[src/pkg/lpc_pkg.sv]
// lpc_pkg: constants and types for the low-power mode controller
// assumes a single 20 MHz clock domain and no register bus
package lpc_pkg;
  localparam int CLK_PERIOD_NS = 50;
  localparam int WAKE_TIME_NS = 10000;
  // longest wakeup time, rounded down to whole cycles
  localparam int WAKE_CYCLES = WAKE_TIME_NS / CLK_PERIOD_NS;
  // supply restore steps, each a few cycles
  localparam int SUPPLY_STEP_CYCLES = 4;
  localparam int WAKE_PIN_COUNT = 14;
  localparam int SYNC_STAGES = 3;
  localparam logic [2:0] DIVIDER_RESET = 3'h0;

  // operating states, one-hot
  typedef enum logic [5:0] {
    LPC_RUN = 6'h01,
    LPC_SLEEP = 6'h02,
    LPC_WAIT = 6'h04,
    LPC_CORE_UP = 6'h08,
    LPC_SRAM_UP = 6'h10,
    LPC_RESUME = 6'h20
  } lpc_state_t;

  // kind of low-power mode entered
  typedef enum logic [1:0] {
    LPC_MODE_NONE = 2'h0,
    LPC_MODE_WAIT_DPD = 2'h1,
    LPC_MODE_WAIT_STBY = 2'h2,
    LPC_MODE_SLEEP = 2'h3
  } lpc_mode_t;
endpackage : lpc_pkg

[src/lpc_sync.sv]
// lpc_sync: three-stage synchroniser for pin-level inputs, a change is
// seen once the second and third stages agree
// assumes the input is asynchronous to clk_i
`timescale 1ns/1ps
`default_nettype none
module lpc_sync #(
  parameter int WIDTH = 1
) (
  input wire logic clk_i,
  input wire logic rst_i,
  input wire logic [WIDTH-1:0] async_i,
  output logic [WIDTH-1:0] level_o
);
  logic [WIDTH-1:0] stage1;
  logic [WIDTH-1:0] stage2;
  logic [WIDTH-1:0] stage3;
  logic [WIDTH-1:0] next_level;

  // accept a value only when the later stages agree
  genvar g;
  generate
    for (g = 0; g < WIDTH; g++)
    begin : g_bit
      assign next_level[g] = (stage2[g] == stage3[g]) ? stage3[g] : level_o[g];
    end
  endgenerate

  // shift chain
  always_ff @(posedge clk_i)
  begin
    if (rst_i)
    begin
      stage1 <= '0;
      stage2 <= '0;
      stage3 <= '0;
      level_o <= '0;
    end
    else
    begin
      stage1 <= async_i;
      stage2 <= stage1;
      stage3 <= stage2;
      level_o <= next_level;
    end
  end
endmodule : lpc_sync
`default_nettype wire

[src/lpc_ctrl.sv]
// lpc_ctrl: low-power mode selection, wakeup collection and supply restore
// assumes mode settings and cpu signals come from logic on clk_i; wake pins
// and remote wake events arrive asynchronously
`timescale 1ns/1ps
`default_nettype none
// Notes on behaviour
// - wait with flash deep power-down on settings
// - wait with flash standby when flash bit clear
// - sleep on wait-for-interrupt, interrupt wakes
// - wait wakes on pins, alarms, usb, debug, ethernet
// - wait wakeup below ten microseconds
// - resume on rc oscillator, pll left off
// - debug power-up request ends wait mode
// - sleep stops core clock, peripherals may run
// - wakeup restores core and sram supplies
module lpc_ctrl #(
  parameter int WAKE_PINS = lpc_pkg::WAKE_PIN_COUNT
) (
  input wire logic clk_i,
  input wire logic rst_i,
  input wire logic [2:0] master_clock_divider_i,
  input wire logic wait_mode_request_i,
  input wire logic deep_sleep_select_i,
  input wire logic low_power_select_i,
  input wire logic flash_low_power_select_i,
  input wire logic wait_for_interrupt_i,
  input wire logic interrupt_pending_i,
  input wire logic [WAKE_PINS-1:0] wakeup_pins_i,
  input wire logic rtc_alarm_i,
  input wire logic real_time_timer_alarm_i,
  input wire logic high_speed_usb_wake_i,
  input wire logic debug_power_up_request_i,
  input wire logic ethernet_wake_i,
  input wire logic core_supply_on_i,
  input wire logic sram_supply_on_i,
  output logic core_clock_en_o,
  output logic periph_clock_keep_o,
  output logic flash_deep_power_down_o,
  output logic flash_standby_o,
  output logic core_supply_en_o,
  output logic sram_supply_en_o,
  output logic rc_osc_select_o,
  output logic pll_enable_o,
  output logic io_hold_o,
  output logic [1:0] mode_o,
  output logic wakeup_o,
  output logic fetch_release_o
);
  localparam int SRC_W = WAKE_PINS + 5;
  lpc_pkg::lpc_state_t state, next_state;
  lpc_pkg::lpc_mode_t mode;
  logic [SRC_W-1:0] src_level;
  logic [7:0] step_cnt;
  logic [15:0] wake_cnt;

  // remote sources all pass the three-stage synchroniser
  lpc_sync #(
    .WIDTH(SRC_W)
  ) u_sync (
    .clk_i(clk_i),
    .rst_i(rst_i),
    .async_i({wakeup_pins_i, rtc_alarm_i, real_time_timer_alarm_i,
              high_speed_usb_wake_i, debug_power_up_request_i, ethernet_wake_i}),
    .level_o(src_level)
  );

  // mode decode from the settings
  wire base_ok = (master_clock_divider_i == lpc_pkg::DIVIDER_RESET) && wait_mode_request_i
                 && !deep_sleep_select_i && low_power_select_i;
  wire enter_wait_dpd = base_ok && flash_low_power_select_i;
  wire enter_wait_stby = base_ok && !flash_low_power_select_i;
  wire enter_sleep = wait_for_interrupt_i && !deep_sleep_select_i && !low_power_select_i;
  // any wait wake source; can shares the pins
  wire wait_wake = |src_level;
  // debug request alone also ends wait
  wire debug_wake = src_level[1];
  wire in_wait = (state == lpc_pkg::LPC_WAIT);

  // next-state selection
  always_comb
  begin
    next_state = state;
    case (state)
      lpc_pkg::LPC_RUN:
        if (enter_wait_dpd || enter_wait_stby)
          next_state = lpc_pkg::LPC_WAIT;
        else if (enter_sleep)
          next_state = lpc_pkg::LPC_SLEEP;
      lpc_pkg::LPC_SLEEP:
        if (interrupt_pending_i)
          next_state = lpc_pkg::LPC_RUN;
      lpc_pkg::LPC_WAIT:
        if (wait_wake || debug_wake)
          next_state = lpc_pkg::LPC_CORE_UP;
      lpc_pkg::LPC_CORE_UP:
        if (core_supply_on_i && step_cnt == 8'h00)
          next_state = lpc_pkg::LPC_SRAM_UP;
      lpc_pkg::LPC_SRAM_UP:
        if (sram_supply_on_i && step_cnt == 8'h00)
          next_state = lpc_pkg::LPC_RESUME;
      lpc_pkg::LPC_RESUME:
        next_state = lpc_pkg::LPC_RUN;
      default:
        next_state = lpc_pkg::LPC_RUN;
    endcase
  end

  // state, mode and counters
  always_ff @(posedge clk_i)
  begin
    if (rst_i)
    begin
      state <= lpc_pkg::LPC_RUN;
      mode <= lpc_pkg::LPC_MODE_NONE;
      step_cnt <= 8'h00;
      wake_cnt <= 16'h0000;
    end
    else
    begin
      state <= next_state;
      if (state == lpc_pkg::LPC_RUN && next_state == lpc_pkg::LPC_WAIT)
        mode <= enter_wait_dpd ? lpc_pkg::LPC_MODE_WAIT_DPD : lpc_pkg::LPC_MODE_WAIT_STBY;
      else if (state == lpc_pkg::LPC_RUN && next_state == lpc_pkg::LPC_SLEEP)
        mode <= lpc_pkg::LPC_MODE_SLEEP;
      else if (next_state == lpc_pkg::LPC_RUN)
        mode <= lpc_pkg::LPC_MODE_NONE;
      if (next_state != state)
        step_cnt <= 8'(lpc_pkg::SUPPLY_STEP_CYCLES - 1);
      else if (step_cnt != 8'h00)
        step_cnt <= step_cnt - 8'h01;
      if (in_wait)
        wake_cnt <= 16'h0000;
      else if (wake_cnt != 16'hffff)
        wake_cnt <= wake_cnt + 16'h0001;
    end
  end

  // registered outputs
  always_ff @(posedge clk_i)
  begin
    if (rst_i)
    begin
      core_clock_en_o <= 1'b1;
      periph_clock_keep_o <= 1'b0;
      flash_deep_power_down_o <= 1'b0;
      flash_standby_o <= 1'b0;
      core_supply_en_o <= 1'b1;
      sram_supply_en_o <= 1'b1;
      rc_osc_select_o <= 1'b0;
      pll_enable_o <= 1'b1;
      io_hold_o <= 1'b0;
      mode_o <= 2'h0;
      wakeup_o <= 1'b0;
      fetch_release_o <= 1'b1;
    end
    else
    begin
      // core clock stops in sleep and wait, peripherals kept in sleep
      core_clock_en_o <= (next_state == lpc_pkg::LPC_RUN);
      periph_clock_keep_o <= (next_state == lpc_pkg::LPC_SLEEP);
      flash_deep_power_down_o <= (next_state == lpc_pkg::LPC_WAIT) &&
        (in_wait ? mode == lpc_pkg::LPC_MODE_WAIT_DPD : enter_wait_dpd);
      flash_standby_o <= (next_state == lpc_pkg::LPC_WAIT) &&
        (in_wait ? mode == lpc_pkg::LPC_MODE_WAIT_STBY : !enter_wait_dpd);
      core_supply_en_o <= core_supply_en_o || (next_state == lpc_pkg::LPC_CORE_UP);
      sram_supply_en_o <= sram_supply_en_o || (next_state == lpc_pkg::LPC_SRAM_UP);
      // rc oscillator selected and pll off from wait entry, both held until reset
      if (next_state == lpc_pkg::LPC_WAIT)
        rc_osc_select_o <= 1'b1;
      if (next_state == lpc_pkg::LPC_WAIT)
        pll_enable_o <= 1'b0;
      io_hold_o <= (next_state != lpc_pkg::LPC_RUN);
      mode_o <= (next_state == lpc_pkg::LPC_RUN) ? 2'h0 : mode;
      wakeup_o <= (state == lpc_pkg::LPC_WAIT) && (next_state == lpc_pkg::LPC_CORE_UP);
      fetch_release_o <= (next_state == lpc_pkg::LPC_RUN);
    end
  end

  wake_time_a: assert property (@(posedge clk_i) disable iff (rst_i)
    (state == lpc_pkg::LPC_RESUME) |-> (wake_cnt < 16'(lpc_pkg::WAKE_CYCLES)))
    else $error("wakeup too slow");
  dpd_entry_a: assert property (@(posedge clk_i) disable iff (rst_i)
    (state == lpc_pkg::LPC_RUN && enter_wait_dpd) |=> flash_deep_power_down_o && !core_clock_en_o)
    else $error("dpd wait not entered");
  stby_entry_a: assert property (@(posedge clk_i) disable iff (rst_i)
    (state == lpc_pkg::LPC_RUN && enter_wait_stby) |=> flash_standby_o && !flash_deep_power_down_o)
    else $error("standby wait not entered");
  sleep_cycle_a: assert property (@(posedge clk_i) disable iff (rst_i)
    (state == lpc_pkg::LPC_SLEEP && interrupt_pending_i) |=> core_clock_en_o)
    else $error("sleep did not wake");
  wait_wake_a: assert property (@(posedge clk_i) disable iff (rst_i)
    (in_wait && wait_wake) |=> wakeup_o ##[1:40] fetch_release_o)
    else $error("wait wake lost");
  debug_wake_a: assert property (@(posedge clk_i) disable iff (rst_i)
    (in_wait && debug_wake) |=> state == lpc_pkg::LPC_CORE_UP)
    else $error("debug wake ignored");
  pll_off_a: assert property (@(posedge clk_i) disable iff (rst_i)
    $rose(fetch_release_o) && rc_osc_select_o |-> !pll_enable_o)
    else $error("pll restarted");
  sleep_clk_a: assert property (@(posedge clk_i) disable iff (rst_i)
    (state == lpc_pkg::LPC_SLEEP) |-> !core_clock_en_o && periph_clock_keep_o)
    else $error("sleep clocks wrong");
  supply_up_a: assert property (@(posedge clk_i) disable iff (rst_i)
    (state == lpc_pkg::LPC_RESUME) |-> core_supply_en_o && sram_supply_en_o)
    else $error("supply not restored");
  io_hold_a: assert property (@(posedge clk_i) disable iff (rst_i)
    (state != lpc_pkg::LPC_RUN) |-> io_hold_o)
    else $error("pins not held");

  cover_dpd_c: cover property (@(posedge clk_i) in_wait && mode == lpc_pkg::LPC_MODE_WAIT_DPD);
  cover_stby_c: cover property (@(posedge clk_i) in_wait && mode == lpc_pkg::LPC_MODE_WAIT_STBY);
  cover_sleep_c: cover property (@(posedge clk_i) state == lpc_pkg::LPC_SLEEP ##1 core_clock_en_o);
  cover_wake_c: cover property (@(posedge clk_i) wakeup_o);
endmodule : lpc_ctrl
`default_nettype wire

[config.mk]
export PLATFORM = sky130hd
export DESIGN_NAME = lpc_ctrl
export DESIGN_NICKNAME = d
export VERILOG_FILES = /design/src/pkg/lpc_pkg.sv /design/src/lpc_sync.sv /design/src/lpc_ctrl.sv
export SDC_FILE = /design/constraint.sdc
export NUM_CORES = 1
export LEC_CHECK = 0
export ABC_AREA = 1
export BUFFER_PORTS_ARGS = -buffer_cell sky130_fd_sc_hd__clkbuf_2
export CAP_MARGIN = 20
export CORE_MARGIN = 10
export CORE_UTILIZATION = 35
export DETAILED_ROUTE_END_ITERATION = 7
export SETUP_SLACK_MARGIN = 0.02
export SLEW_MARGIN = 20
export SYNTH_ARGS = -nofsm -noshare
export SYNTH_HDL_FRONTEND = slang
export SYNTH_SLANG_ARGS = --single-unit
export TNS_END_PERCENT = 1
[constraint.sdc]
create_clock -name clk_i -period 1.3 [get_ports clk_i]
set_input_delay 0.13 -clock clk_i [delete_from_list [all_inputs] [get_ports clk_i]]
set_output_delay 0.13 -clock clk_i [all_outputs]
set_load 0.02 [all_outputs]
**Word-level counts from Yosys, hierarchy flattened**

Cells that the tools add are included.
W data, S select, Z words.

- Add/subtract/negate cells: 1
- Equality and inequality tests: 33
- Reductions and logical operators: 28
- Muxes and demuxes: 15

Operator list:

| operator | count |
|---|---|
| $mux W6 | 6 |
| $pmux W6 S5 | 1 |
| $eq A1 B1 Y1 | 19 |
| $reduce_or A19 Y1 | 1 |
| $logic_and A1 B1 Y1 | 14 |
| $eq A6 B1 Y1 const B | 2 |
| $eq A6 B2 Y1 const B | 2 |
| $eq A6 B3 Y1 const B | 2 |
| $eq A6 B4 Y1 const B | 2 |
| $eq A6 B5 Y1 const B | 2 |
| $mux W2 | 6 |
| $logic_not A8 Y1 | 1 |
| $reduce_bool A8 Y1 | 1 |
| $sub A8 B1 Y8 const B | 1 |
| $ne A6 B1 Y1 const B | 1 |
| $ne A6 B6 Y1 | 1 |
| $logic_not A1 Y1 | 4 |
| $logic_or A1 B1 Y1 | 4 |
| $logic_not A3 Y1 | 1 |
| $eq A2 B1 Y1 const B | 1 |
| $eq A2 B2 Y1 const B | 1 |
| $mux W1 | 2 |
| $reduce_bool A2 Y1 | 1 |
| $reduce_or A2 Y1 | 1 |

- Register bits: 104
- Word-level logic and storage cells: 114

**Logic depth before layout (Yosys ltp)**

- Word-level depth: 12
- Mapped depth: 13
- Gate-level depth less buffers: 13

**Hierarchy**

Synthesis repeated with hierarchy kept, for this count alone.

- Cell total of the unflattened synthesis: 457
- Area total of the unflattened synthesis: 3,744.8 µm²

By module, submodules not included:

| module | cells each | area an instance (µm²) | times used |
|---|---|---|---|
| lpc_sync | 255 | 2,273.4 | 1 |
| lpc_ctrl | 202 | 1,471.4 | 1 |

**Worst setup path before layout**

No wires, ideal clock.

- Path kind: reg2reg
- Start: reg step_cnt[0]
- End: reg step_cnt[7]
- Setup time: 0.117 ns
- Path slack: -0.182 ns
- Required time: 1.183 ns
- Buffers on the path: 0
- Clock period less this slack: 1.482 ns
- Stages on the path, launching flop included: 10
- Arrival time: 1.366 ns
- Path through: dfxtp_1 > inv_1 > ha_1 > nand2_1 > nor2_2 > a21oi_1 > o21ai_1 > nor2_4 > nand4_4 > nor2_2

- Cells in the longest elaborated chain, start to end: 6
- Elaborated cells between the ends (all ways): 10

RTL lines:

| element | line | text |
|---|---|---|
| start, declared | lpc_ctrl.sv:53 | `logic [7:0] step_cnt;` |
| start signal, assigned | lpc_ctrl.sv:128 | `step_cnt <= 8'(lpc_pkg::SUPPLY_STEP_CYCLES - 1);` |
| start signal, assigned | lpc_ctrl.sv:130 | `step_cnt <= step_cnt - 8'h01;` |
| $logic_not A8 Y1 | lpc_ctrl.sv:96, lpc_ctrl.sv:99 |  |
| $logic_and A1 B1 Y1, on equally long branches | lpc_ctrl.sv:99, lpc_ctrl.sv:96 |  |
| $mux W6, on equally long branches | lpc_ctrl.sv:99, lpc_ctrl.sv:96 |  |
| $pmux W6 S5 | lpc_ctrl.sv:83 | `case (state)` |
| $ne A6 B6 Y1 | lpc_ctrl.sv:127 | `if (next_state != state)` |
| $reduce_or A2 Y1 (no source line) | - |  |

Parallel ways exist; a longest one is shown, timed or not.
A chain may end at the register's enable or synchronous reset.

**Worst setup path in the final report**

- Start: reg state[1]
- End: reg step_cnt[2]

- Cells in the longest elaborated chain, start to end: 5
- Elaborated cells between the ends (all ways): 14

RTL lines:

| element | line | text |
|---|---|---|
| start, declared | lpc_ctrl.sv:50 | `lpc_pkg::lpc_state_t state, next_state;` |
| start signal, assigned | lpc_ctrl.sv:113 | `state <= lpc_pkg::LPC_RUN;` |
| start signal, assigned | lpc_ctrl.sv:120 | `state <= next_state;` |
| $mux W6 | lpc_ctrl.sv:87 | `else if (enter_sleep)` |
| $mux W6 | lpc_ctrl.sv:85 | `if (enter_wait_dpd \|\| enter_wait_stby)` |
| $pmux W6 S5 | lpc_ctrl.sv:83 |  |
| $ne A6 B6 Y1 * | lpc_ctrl.sv:127 |  |
| $reduce_or A2 Y1 (no source line) * | - |  |

Every way passes the cells marked *; elsewhere a longest branch is shown, timed or not.

==> summary.txt <==
Setup path
  – Setup crit end kind: flip-flop
  – CP delay by family, top: simple AND/OR/NAND/NOR gates
  – Critical-path top delay cell: dfxtp_4
  – WP data required: 1.61 ns
  – Crit-path cells: nor2_4 > nand3_2 > clkinv_2 > nand3_2 > o21a_1 > nor2_4 > nand4_4 > nor2_2
  – Critical Path Fanout Max: 6
  – Worst path buffer plus inverter count: 1
  – Kind of critical path: reg -> reg
  – Worst Path Arrival: 1.84 ns
  – Setup crit start kind: flip-flop
  – CP max stage delay: 0.38 ns

Logic synthesis
  – Biggest area consumer among synthesized cells: dfxtp_1
  – Most common cell in the netlist: nor2_1
  – Synth Instances: 453
  – XOR/XNOR Fraction of Synth Area: 1.66%
  – Post-synth EDFFs: 0
  – Async S/R FF share, synth: 0%
  – Post-synth cell types: 32
  – Yosys reg bits: 104
  – Synth cell count leaders: nor2_1 (105), dfxtp_1 (104), inv_1 (94)
  – Seq/Total Area, Yosys: 56.5%
  – Simple-gate area share of the yosys netlist: 21.9%
  – Largest family of logic cells by synthesized area: simple AND/OR/NAND/NOR gates
  – Synth warn: 0
  – Post-Synth Adder-Cell Area: 0.679%
  – Synth area leaders: dfxtp_1 (56%), nor2_1 (11%), inv_1 (9.6%), a21oi_1 (3.8%), nand2_1 (3.0%)
  – Synth Area in Compound Gates: 8.28%
  – Avg Inst Size Synth: 8.14 µm²
  – Post-synth top area share: 56.5%
  – Syn Nets: 487
  – Post-Syn Area: 0.00369 mm²
  – Main synth FF type: dfxtp_1
  – Mux contribution to synthesized area: 0%

Die
  – Starting Density: 35.9%
  – Ports: 45
  – Core area: 0.0103 mm²
  – Row count: 37
  – Die Width: 123 µm
  – Die H: 123 µm
  – Die Area: 0.0150 mm²

Detailed routing
  – Drt wl/cell: 10.0 µm
  – Routed Antenna Nets: 0
  – 1st-pass router iterations: 4
  – DRC: 0
  – Vias per inst: 4.18
  – Routed WL: 7160 µm
  – DR vias: 2990
  – Drt initial violations: 77

STA
  – Worst slew pin tran: 0.330 ns
  – Min Tclk post-route: 1.53 ns
  – Max_slew headroom: 78.0%
  – Setup WS post-layout: -0.234 ns
  – Final Max Slew Viols: 0
  – Final-report setup violation count: 19
  – Setup TNS: -2.54 ns
  – Max Clock Skew: 0.00755 ns
  – Fmax: 0.652 GHz
  – Final worst-path cycle share: 118%
  – RSZ-0062 raised after global routing: true
  – Final hold vios: 0

Placed design
  – Area after DPL: 0.00446 mm²
  – Placer Congestion: 0.831
  – Post-DP HPWL: 5120 µm
  – Inst Count DP: 674
  – Port bufs: 44

Worst hold path
  – Min-delay worst type: in -> reg

GRT
  – Grt ovf: 0
  – Met2 Use GR: 17.7%
  – Met3 usage: 3.72%
  – Met1 usage: 11.0%
  – Largest net degree at the start of global routing: 35
  – First-pass GRT wire length: 12400 µm
  – Vias in the first global route: 2924
  – Initial antenna violation count: 0
  – GRT Util Overall: 10.0%
  – GRT Max-Usage Layer: met2

Clock tree
  – Skew-Pair Late Insertion Delay: 0.36 ns
  – Root buffer cell: clkbuf_8
  – Clock buffer depth: 2
  – CTS clock-pin slew for the worst setup and hold paths: 0.10 ns
  – CTS tree: yes
  – Clk sinks: 104
  – # H-tree levels: 3
  – Num CTS Buffers: 9

Cells and area
  – Cell Count, Final, Fillers Out: 715
  – Reg area: 0.00210 mm²
  – Post-Route Utilization: 49.0%
  – Proportion of layout cells with a drive suffix above 1: 31.4%
  – ANT cells: 0
  – Fill cell count: 981
  – Area of the multi-input gates: 0.00134 mm²
  – Layout Nets: 608
  – Area grow syn2layout: 36.6%
  – Post-route cell area: 0.00504 mm²

Run status
  – Status: finished with violations
  – Failing checks: setup timing

Job
  – Max-cap viol count: 0

Power
  – Pwr Density: 1520 mW/mm²
  – Static Leakage: 2.35 nW
  – Maximum VDD drop: 0.000697 V
power breakdown:
group          internal, W  switching [W]
Sequential         0.00340       0.000128
Clock             0.000937        0.00113
Combinational      0.00102        0.00105
Total              0.00536        0.00231
repair_timing:
item / in CTS / in global routing
hold buffers: 19 / 0
endpoints found under the hold margin: 19 / 0
setup buffers: 6 / 0
endpoints found under the setup margin: 23 / 28
pin swaps: 11 / 6
gates resized for setup: 32 / 10
per-layer routing:
layer | vias to the layer above | routed length [µm] | part of all wire [%]
met1 | 1311 | 3220 | 45
li1 | 1610 | - | -
met2 | 59 | 3380 | 47
met3 | 10 | 461 | 6.4
met4 | 0 | 94 | 1.3
met5 | - | 0 | 0
sequential cells by signal, indices dropped and copies added, names as in the netlist:
register                 count
pll_enable_o                 1
wakeup_o                     1
state                        6
u_sync.stage3               19
fetch_release_o              1
u_sync.stage1               19
mode_o                       2
periph_clock_keep_o          1
flash_deep_power_down_o      1
flash_standby_o              1
u_sync.stage2               19
io_hold_o                    1
rc_osc_select_o              1
u_sync.level_o              19
mode                         2
step_cnt                     8
sram_supply_en_o             1
core_supply_en_o             1
through the flow:
stage | setup slack [ns] | hold WS [ns] | power, W
final | -0.234 | 0.151 | 0.00767
after detailed placement | -0.286 | 0.328 | 0.00541
after floorplan | -0.0615 | 0.209 | 0.00475
after global placement | -0.241 | 0.321 | 0.00536
after CTS | -0.187 | 0.128 | 0.00777
after global routing | -0.323 | 0.147 | 0.00816
area by class of cell:
class	instances	area share, %
Timing Repair Buffer	120	16.9
Tap cell	136	3.38
Clock inverter	7	1.76
Clock buffer	9	2.46
Inverter	97	7.25
Sequential cell	104	41.7
Multi-Input combinational cell	242	26.6
worst paths after layout:
| kind | slack, ns | to | depth (start not counted) | from |
|---|---|---|---|---|
| max | -0.23 | step_cnt[2]$_SDFFE_PP0P_ | 8 | state[1]$_SDFF_PP0_ |
| min | 0.15 | mode[0]$_SDFF_PP0_ | 5 | flash_low_power_select_i |
| min reg2reg | 0.41 | u_sync.stage2[18]$_SDFF_PP0_ | 2 | u_sync.stage1[18]$_SDFF_PP0_ |
| max reg2reg | -0.23 | step_cnt[2]$_SDFFE_PP0P_ | 8 | state[1]$_SDFF_PP0_ |
kinds of logic (layout without fill, tap and decap cells):
family / after synthesis / after routing
adders and majority gates: 2 / 2
AOI/OAI and AO/OA: 55 / 55
buffers and inverters: 107 / 233
DFF: 104 / 104
and+or+nand+nor: 178 / 178
xor gates and xnor gates: 7 / 7
cell usage in the layout (no fill, tap or decap), drive strengths merged:
master,n
a211oi,7
a21oi,29
a31oi,1
buf,57
bufinv,1
clkbuf,53
clkinv,3
dfxtp,104
dlygate4sd3,19
ha,2
inv,100
nand2,30
nand3,16
nand3b,1
nand4,5
nor2,121
nor3,3
nor3b,1
o211ai,1
o21a,1
o21ai,15
o21bai,1
or3,1
xnor2,4
xor2,3
worst min-delay path: stages:
cell	delay [ns]
clkbuf_2	0.08
nand2_1	0.06
inv_1	0.05
nand2_1	0.08
a21oi_1	0.07
No activity file was read; power rests on OpenSTA's default activity.
